===== src/logic/quad_dac_regs.vh =====
// Constants of the quad converter control logic.
`ifndef QUAD_DAC_REGS_VH
`define QUAD_DAC_REGS_VH
`define CMD_WR_INPUT      4'h0
`define CMD_UPD_DAC       4'h1
`define CMD_WR_UPD_ALL    4'h2
`define CMD_WR_UPD_ONE    4'h3
`define CMD_POWER         4'h4
`define CMD_CLEAR_CODE    4'h5
`define CMD_OVERRIDE      4'h6
`define CMD_SOFT_RESET    4'h7
`define ADDR_ALL          4'hF
`define FRAME_BITS        6'h20
`define POR_WAIT          2'h2
`define CMD_MSB           27
`define ADDR_MSB          23
`define DATA_MSB          19
`define PWR_MODE_MSB      9
`define CODE_ZERO         16'h0000
`define CODE_MID          16'h8000
`define CODE_FULL         16'hFFFF
`define CLEAR_SEL_RESET   2'h0
`define OVERRIDE_RESET    4'h0
`define PWR_NORMAL        2'h0
`define PWR_1K            2'h1
`define PWR_100K          2'h2
`define PWR_TRISTATE      2'h3
`endif


===== src/logic/pin_sync.v =====
// Two-flop synchroniser with edge detection for the serial pins.
`timescale 1ns/1ns
module pin_sync (
	clk_sys,
	resetn,
	pin_in,
	level,
	rise,
	fall
);
	parameter RESET_VAL = 1'b1;
	input  wire clk_sys;
	input  wire resetn;
	input  wire pin_in;
	output wire level;
	output wire rise;
	output wire fall;

	reg meta_r;
	reg sync_r;
	reg prev_r;

	always @(posedge clk_sys or negedge resetn) begin
		if (!resetn) begin
			meta_r <= RESET_VAL;
			sync_r <= RESET_VAL;
			prev_r <= RESET_VAL;
		end else begin
			meta_r <= pin_in;
			sync_r <= meta_r;
			prev_r <= sync_r;
		end
	end

	assign level = sync_r;
	assign rise  = sync_r & ~prev_r;
	assign fall  = ~sync_r & prev_r;
endmodule // pin_sync


===== src/logic/quad_dac_control_logic.v =====
// Control logic of a quad converter: serial frame decode, registers and strobes.
//
// Contract
// - At power-up all channels go to zero scale, or midscale when select is high.
// - Outputs hold the power-up level until the first valid complete frame or clear strobe falling edge.
// - Command 0111 returns converter registers to the power-up code.
// - Strobe edges are ignored while power-on reset runs.
// - Command 0100 takes power mode from bits 9 and 8.
// - Bits 3 to 0 select channels D to A for the power mode.
// - A powered-down output connects to the chosen load or floats.
// - Power-down keeps converter codes; writes still land while down.
// - Clear strobe falling loads input and converter registers with the clear code.
// - Command 0101 stores clear selection: zero, mid, full, or no operation.
// - Clear selection resets to zero code.
// - Cleared state ends on the 32nd falling edge of the next frame.
// - A clear during a frame aborts that frame.
// - Synchronous update copies data on the 32nd edge when the update strobe is low.
// - Otherwise writes reach input registers; a low update pulse transfers them.
// - Command 0010 writes the addressed input register then updates all channels.
// - Command 0110 loads the four-bit update override register.
// - Override bits reset to zero; zero means the strobe governs the channel.
// - An override bit of one updates the channel as if the strobe were low.
// - Frames are 32 bits MSB first; execution on the 32nd falling shift edge.
// - Frame sync rising before 32 edges voids the frame entirely.
`timescale 1ns/1ns
`include "quad_dac_regs.vh"
module quad_dac_control_logic (
	clk_sys,
	resetn,
	por_level_sel,
	frame_sync_n,
	shift_clk,
	serial_data,
	load_update_strobe_n,
	clear_strobe_n,
	dac_code_a,
	dac_code_b,
	dac_code_c,
	dac_code_d,
	power_mode,
	amp_connect,
	load_1k_en,
	load_100k_en,
	clear_active,
	por_busy
);
	input  wire        clk_sys;
	input  wire        resetn;
	input  wire        por_level_sel;
	input  wire        frame_sync_n;
	input  wire        shift_clk;
	input  wire        serial_data;
	input  wire        load_update_strobe_n;
	input  wire        clear_strobe_n;
	output wire [15:0] dac_code_a;
	output wire [15:0] dac_code_b;
	output wire [15:0] dac_code_c;
	output wire [15:0] dac_code_d;
	output wire [7:0]  power_mode;
	output reg  [3:0]  amp_connect;
	output reg  [3:0]  load_1k_en;
	output reg  [3:0]  load_100k_en;
	output wire        clear_active;
	output wire        por_busy;

	localparam ST_POR  = 2'h0;
	localparam ST_IDLE = 2'h1;
	localparam ST_RUN  = 2'h2;

	////////////////////////////////////////////////////////////////////////////////////
	// Pin synchronisers.
	wire sync_lvl;
	wire sync_rise;
	wire sync_fall;
	wire sclk_fall;
	wire din_lvl;
	wire load_update_strobe_n_lvl;
	wire load_update_strobe_n_fall;
	wire clr_fall;
	wire por_lvl;

	pin_sync #(.RESET_VAL(1'b1)) u_sync (
		.clk_sys (clk_sys),
		.resetn  (resetn),
		.pin_in  (frame_sync_n),
		.level   (sync_lvl),
		.rise    (sync_rise),
		.fall    (sync_fall)
	);
	// The shift clock idles high, so its synchroniser resets high to avoid a false edge.
	pin_sync #(.RESET_VAL(1'b1)) u_sclk (
		.clk_sys (clk_sys),
		.resetn  (resetn),
		.pin_in  (shift_clk),
		.level   (),
		.rise    (),
		.fall    (sclk_fall)
	);
	pin_sync #(.RESET_VAL(1'b0)) u_din (
		.clk_sys (clk_sys),
		.resetn  (resetn),
		.pin_in  (serial_data),
		.level   (din_lvl),
		.rise    (),
		.fall    ()
	);
	pin_sync #(.RESET_VAL(1'b1)) u_load_update_strobe_n (
		.clk_sys (clk_sys),
		.resetn  (resetn),
		.pin_in  (load_update_strobe_n),
		.level   (load_update_strobe_n_lvl),
		.rise    (),
		.fall    (load_update_strobe_n_fall)
	);
	pin_sync #(.RESET_VAL(1'b1)) u_clr (
		.clk_sys (clk_sys),
		.resetn  (resetn),
		.pin_in  (clear_strobe_n),
		.level   (),
		.rise    (),
		.fall    (clr_fall)
	);
	pin_sync #(.RESET_VAL(1'b0)) u_por (
		.clk_sys (clk_sys),
		.resetn  (resetn),
		.pin_in  (por_level_sel),
		.level   (por_lvl),
		.rise    (),
		.fall    ()
	);

	////////////////////////////////////////////////////////////////////////////////////
	// Helper functions.
	function [15:0] clear_code;
		input [1:0] sel;
		begin
			case (sel)
				2'h0:    clear_code = `CODE_ZERO;
				2'h1:    clear_code = `CODE_MID;
				default: clear_code = `CODE_FULL;
			endcase
		end
	endfunction

	// Addresses other than A to D and all-channels select nothing.
	function [3:0] chan_mask;
		input [3:0] addr;
		begin
			if (addr == `ADDR_ALL)
				chan_mask = 4'hF;
			else if (addr[3:2] == 2'h0)
				chan_mask = 4'h1 << addr[1:0];
			else
				chan_mask = 4'h0;
		end
	endfunction

	////////////////////////////////////////////////////////////////////////////////////
	// Frame shifter and state.
	reg [1:0]  state_r;
	reg [31:0] shift_r;
	reg [5:0]  count_r;
	reg [1:0]  por_cnt_r;
	reg [15:0] input_r [0:3];
	reg [15:0] dac_r [0:3];
	reg [1:0]  pmode_r [0:3];
	reg [1:0]  clear_sel_r;
	reg [3:0]  override_r;
	reg        cleared_r;
	reg [3:0]  wr_mask;
	reg [3:0]  upd_mask;
	reg [15:0] por_code;
	reg [31:0] frame;
	// Command strobes decoded in the frame's last cycle.
	reg        pwr_cmd;
	reg        csel_cmd;
	reg        ovr_cmd;
	reg        srst_cmd;
	integer    i;
	integer    j;

	wire [31:0] frame_nxt  = {shift_r[30:0], din_lvl};
	// Pulses past the 32nd are ignored: the frame has already gone back to idle.
	wire        last_edge  = (state_r == ST_RUN) && sclk_fall && !sync_lvl
	                         && (count_r == `FRAME_BITS - 6'h1);
	wire [3:0]  cmd        = frame_nxt[`CMD_MSB:`CMD_MSB-3];
	wire [3:0]  addr       = frame_nxt[`ADDR_MSB:`ADDR_MSB-3];
	wire [15:0] data       = frame_nxt[`DATA_MSB:`DATA_MSB-15];
	// A set override bit makes its channel behave as if the strobe were held low.
	wire [3:0]  hw_upd     = load_update_strobe_n_lvl ? override_r : 4'hF;

	always @* begin
		por_code = por_lvl ? `CODE_MID : `CODE_ZERO;
		frame    = frame_nxt;
		wr_mask  = 4'h0;
		upd_mask = 4'h0;
		pwr_cmd  = 1'b0;
		csel_cmd = 1'b0;
		ovr_cmd  = 1'b0;
		srst_cmd = 1'b0;
		if (last_edge) begin
			case (cmd)
				`CMD_WR_INPUT: begin
					wr_mask  = chan_mask(addr);
					upd_mask = chan_mask(addr) & hw_upd;
				end
				`CMD_UPD_DAC:    upd_mask = chan_mask(addr);
				`CMD_WR_UPD_ALL: begin
					wr_mask  = chan_mask(addr);
					upd_mask = 4'hF;
				end
				`CMD_WR_UPD_ONE: begin
					wr_mask  = chan_mask(addr);
					upd_mask = chan_mask(addr);
				end
				`CMD_POWER:      pwr_cmd  = 1'b1;
				`CMD_CLEAR_CODE: csel_cmd = 1'b1;
				`CMD_OVERRIDE:   ovr_cmd  = 1'b1;
				`CMD_SOFT_RESET: srst_cmd = 1'b1;
				default: begin
					wr_mask  = 4'h0;
					upd_mask = 4'h0;
				end
			endcase
		end
		// A strobe edge in a frame's final cycle is served together with the frame.
		if (load_update_strobe_n_fall)
			upd_mask = 4'hF;
	end

	always @(posedge clk_sys or negedge resetn) begin
		if (!resetn) begin
			state_r     <= ST_POR;
			shift_r     <= 32'h0000_0000;
			count_r     <= 6'h00;
			por_cnt_r   <= 2'h0;
			clear_sel_r <= `CLEAR_SEL_RESET;
			override_r  <= `OVERRIDE_RESET;
			cleared_r   <= 1'b0;
			for (i = 0; i < 4; i = i + 1) begin
				input_r[i] <= 16'h0000;
				dac_r[i]   <= 16'h0000;
				pmode_r[i] <= `PWR_NORMAL;
			end
		end else begin
			case (state_r)
				ST_POR: begin
					// The select pin needs two cycles to cross its synchroniser, so the
					// codes are loaded again until the settled level has been taken.
					for (i = 0; i < 4; i = i + 1) begin
						input_r[i] <= por_code;
						dac_r[i]   <= por_code;
					end
					if (por_cnt_r == `POR_WAIT)
						state_r <= ST_IDLE;
					else
						por_cnt_r <= por_cnt_r + 2'h1;
				end
				ST_IDLE: begin
					// A frame opens only on a fresh falling edge of frame sync.
					if (sync_fall) begin
						state_r <= ST_RUN;
						count_r <= 6'h00;
					end
				end
				ST_RUN: begin
					// A void or aborted frame just returns to idle with nothing executed.
					if (sync_rise || clr_fall) begin
						state_r <= ST_IDLE;
					end else if (sclk_fall) begin
						shift_r <= frame_nxt;
						count_r <= count_r + 6'h01;
						if (last_edge)
							state_r <= ST_IDLE;
					end
				end
				default: state_r <= ST_IDLE;
			endcase

			if (state_r != ST_POR) begin
				// A clear outranks a frame end in the same cycle, so that frame is lost.
				if (clr_fall) begin
					cleared_r <= 1'b1;
					if (clear_sel_r != 2'h3) begin
						for (i = 0; i < 4; i = i + 1) begin
							input_r[i] <= clear_code(clear_sel_r);
							dac_r[i]   <= clear_code(clear_sel_r);
						end
					end
				end else if (last_edge || load_update_strobe_n_fall) begin
					// Write mask and command strobes are already gated by the frame end; the update mask also by the strobe edge.
					if (last_edge)
						cleared_r <= 1'b0;
					for (i = 0; i < 4; i = i + 1) begin
						if (wr_mask[i])
							input_r[i] <= data;
						if (upd_mask[i])
							dac_r[i] <= wr_mask[i] ? data : input_r[i];
						if (pwr_cmd && frame[i])
							pmode_r[i] <= frame[`PWR_MODE_MSB:`PWR_MODE_MSB-1];
						if (srst_cmd) begin
							input_r[i] <= por_code;
							dac_r[i]   <= por_code;
						end
					end
					if (csel_cmd)
						clear_sel_r <= frame[1:0];
					if (ovr_cmd)
						override_r <= frame[3:0];
				end
			end
		end
	end

	////////////////////////////////////////////////////////////////////////////////////
	// Output stage control.
	// Switch controls are registered so that the output stage never sees decode glitches.
	always @(posedge clk_sys or negedge resetn) begin
		if (!resetn) begin
			amp_connect  <= 4'hF;
			load_1k_en   <= 4'h0;
			load_100k_en <= 4'h0;
		end else begin
			for (j = 0; j < 4; j = j + 1) begin
				amp_connect[j]  <= (pmode_r[j] == `PWR_NORMAL);
				load_1k_en[j]   <= (pmode_r[j] == `PWR_1K);
				load_100k_en[j] <= (pmode_r[j] == `PWR_100K);
			end
		end
	end

	assign dac_code_a   = dac_r[0];
	assign dac_code_b   = dac_r[1];
	assign dac_code_c   = dac_r[2];
	assign dac_code_d   = dac_r[3];
	assign power_mode   = {pmode_r[3], pmode_r[2], pmode_r[1], pmode_r[0]};
	assign clear_active = cleared_r;
	// Busy only while the power-up code is still being taken in.
	assign por_busy     = (state_r == ST_POR);
endmodule // quad_dac_control_logic


===== config.mk =====
export PLATFORM = sky130hd
export DESIGN_NAME = quad_dac_control_logic
export DESIGN_NICKNAME = d
export VERILOG_FILES = /design/src/logic/pin_sync.v /design/src/logic/quad_dac_control_logic.v
export VERILOG_INCLUDE_DIRS = /design/src /design/src/logic
export SDC_FILE = /design/constraint.sdc
export NUM_CORES = 1
export LEC_CHECK = 0
export BUFFER_PORTS_ARGS = -buffer_cell sky130_fd_sc_hd__clkbuf_2
export CORE_MARGIN = 2
export CORE_UTILIZATION = 50
export DETAILED_ROUTE_END_ITERATION = 10
export GPL_TIMING_DRIVEN = 0
export PLACE_DENSITY = 0.7
export REMOVE_ABC_BUFFERS = 1
export SLEW_MARGIN = 5
export SYNTH_ARGS = -nofsm -noshare
export SYNTH_HDL_FRONTEND = slang
export SYNTH_HIERARCHICAL = 1
export SYNTH_SLANG_ARGS = --single-unit

===== constraint.sdc =====
create_clock -name clk_sys -period 2.5 [get_ports clk_sys]
set_input_delay 0.25 -clock clk_sys [delete_from_list [all_inputs] [get_ports clk_sys]]
set_output_delay 0.25 -clock clk_sys [all_outputs]
set_load 0.02 [all_outputs]

==> impl_metrics.ini <==
[sta]
setup_viol = 0
maxSlewViolCount = 0
finalHoldViolations = 0
fmax_mhz = 419
period_minus_slack_ns = 2.39
tightestPinTransition_ns = 0.984
rsz0062_at_grt = true
timing.final.crit_share = 0.955
fin_worst_skew_ns = 0.0154
slew_headroom = 0.343

[clock_network]
htreeDepth = 1
clkSlewWorstSetupHoldPaths_ns = 0.06
cts_root_buf = clkbuf_16
clk_latency_ns = 0.52
cts_tree = yes
cts_made_buffers = 23
clock_path_buffers = 3
cts.sinks = 208

[logic_synthesis]
avgSynthCellArea_sq_um = 9.47
ys_warn_count = 6
syn_area_sq_um = 10500
syn_inst = 1110

[die]
die_h_um = 149
initial_core_util = 0.505
core_area_sq_um = 20800
die_w_um = 149
io_pins = 94
die-area_sq_um = 22200
row_count = 53

[worst_hold_path]
min_path_type = in -> async

[setup_path]
endpoint_kind = register
cp_cell_sequence = and2b_2 -> nor4b_4 -> buf_6 -> buf_12 -> a21oi_4 -> buf_4 -> a21o_4 -> nand2_1 -> a311o_1
path_max_fanout = 16
crit_required_ns = 2.90
slowest_delay_ns = 0.52
start_kind = register
slowest_stage = dfstp_2
crit_buf_inv = 3
crit_family = compound AO/OA/AOI/OAI gates
arrival_ns = 2.78
crit_type = reg -> reg

[global_route]
grt_pass1_vias = 8420
grt_antenna_before_repair = 0
grt_pass1_wl_mm = 45.3
grt_max_degree = 93
grt_overflow_total = 0
track_usage = 0.254

[routing]
via_count = 8855
wl_mm = 28.6
drtPass1Iterations = 5
wire_per_inst_um = 19.3
drtIter0Drc = 711
ant_nets = 0
routed_via_density = 5.98
drc = 0

[final_layout]
final_util = 0.599
fin_nets = 1198
multiInputGateArea_sq_um = 5000
seq_area_sq_um = 5230
drive_gt1_frac = 0.254
fill_cells = 1779
fin_cells = 1480
diodes = 0
syn_to_final_growth_pct = 18.7

[placed_design]
dp_hpwl_mm = 15.8
dp_cells = 1392
numPortBuffers = 93
place_congestion = 0.892

[outcome]
status = completed

[pwr]
report.power.total_uw = 9150
leakage_uw = 0.00625
power_density_nw_per_um2 = 734
ir_worst_vdd_mv = 0.433

[run]
cap_viol_max_count = 0
==> layout by cell type (no fill, tap or decap), types with 6 or more instances in the layout <==
master / n
clkbuf_8: 6
nor2_1: 19
dfrtp_1: 189
buf_16: 6
nand3_1: 23
mux2_2: 14
nor2b_1: 11
clkbuf_2: 92
o22ai_1: 16
clkinv_2: 7
buf_12: 6
a21boi_0: 30
a221o_1: 45
mux2i_1: 45
a31o_1: 16
clkbuf_16: 23
nand2_1: 324
a31o_2: 44
inv_1: 7
a21oi_1: 99
dlygate4sd3_1: 7
o211ai_1: 6
buf_4: 26
dfstp_2: 16
o21ai_0: 17
==> state kept, by name, summed over array words and instances (netlist names), 6 cells and up <==
register / cells
input_r: 64
dac_code_b: 16
dac_code_c: 16
shift_r: 27
dac_code_d: 16
power_mode: 8
dac_code_a: 16
count_r: 6
==> what timing repair did <==
action | in CTS | in global routing
buffers inserted | 14 | 20
hold buffers | 7 | 0
resized for setup | 31 | 17
gates cloned | 4 | 2
pin swaps | 5 | 7
hold endpoints to repair | 37 | 0
setup endpoints to repair | 142 | 48
==> per-layer routing <==
metal | global-route usage | share of wire | vias up
met5 | 0 | 0 | -
met4 | 0.0667 | 0.020 | 0
met3 | 0.0346 | 0.072 | 43
met2 | 0.406 | 0.47 | 367
met1 | 0.368 | 0.44 | 4354
li1 | - | - | 4091
==> final cells by class <==
| cell class | count | share of cell area |
|---|---|---|
| flip-flops and latches | 208 | 0.419 |
| repair buffers | 144 | 0.0893 |
| inverters | 7 | 0.00211 |
| multi-input cells | 804 | 0.401 |
| well taps | 275 | 0.0276 |
| clock buffers | 32 | 0.0529 |
| clock inverters | 10 | 0.00832 |
==> path summary, 6_finish.rpt <==
check                              from             end  slack (ns)  depth (start not counted)
max                        u_sclk/level  dac_code_b[15]        0.11                          9
min                              resetn   dac_code_a[1]        0.20                          2
max reg2reg                u_sclk/level  dac_code_b[15]        0.11                          9
min reg2reg                u_din/meta_r     u_din/level        0.35                          0
max in group asynchronous        resetn  clear_sel_r[0]        1.14                          4
min in group clk_sys       u_din/meta_r     u_din/level        0.35                          0
==> power by group <==
| part | internal, uW | switching [uW] | leakage [uW] |
|---|---|---|---|
| registers | 3580 | 153 | 0.00280 |
| logic | 651 | 1350 | 0.00306 |
| clock network | 2050 | 1380 | 0.000384 |
==> worst register-to-register path, delay by kind of cell (launching register included) <==
family | cells | cell delay (ns)
AO/OA/AOI/OAI | 3 | 0.83
buffers and inverters | 3 | 0.46
flip-flops | 1 | 0.52
AND/OR/NAND/NOR | 3 | 0.48
==> metrics by stage <==
step / TNS (ns) / hold slack [ns] / instance area (sq um) / setup slack [ns]
2_1_floorplan: -239.90 / -0.0456 / 10000 / -2.65
3_3_place_gp: -1228.62 / 0.336 / 10800 / -6.20
3_5_place_dp: -57.30 / 0.174 / 11100 / -1.08
4_1_cts: -0.0190 / 0.196 / 12200 / -0.0190
5_1_grt: -0.0343 / 0.227 / 12500 / -0.0169
6_report: 0 / 0.205 / 12500 / 0.112
(Power assumes the default switching activity.)
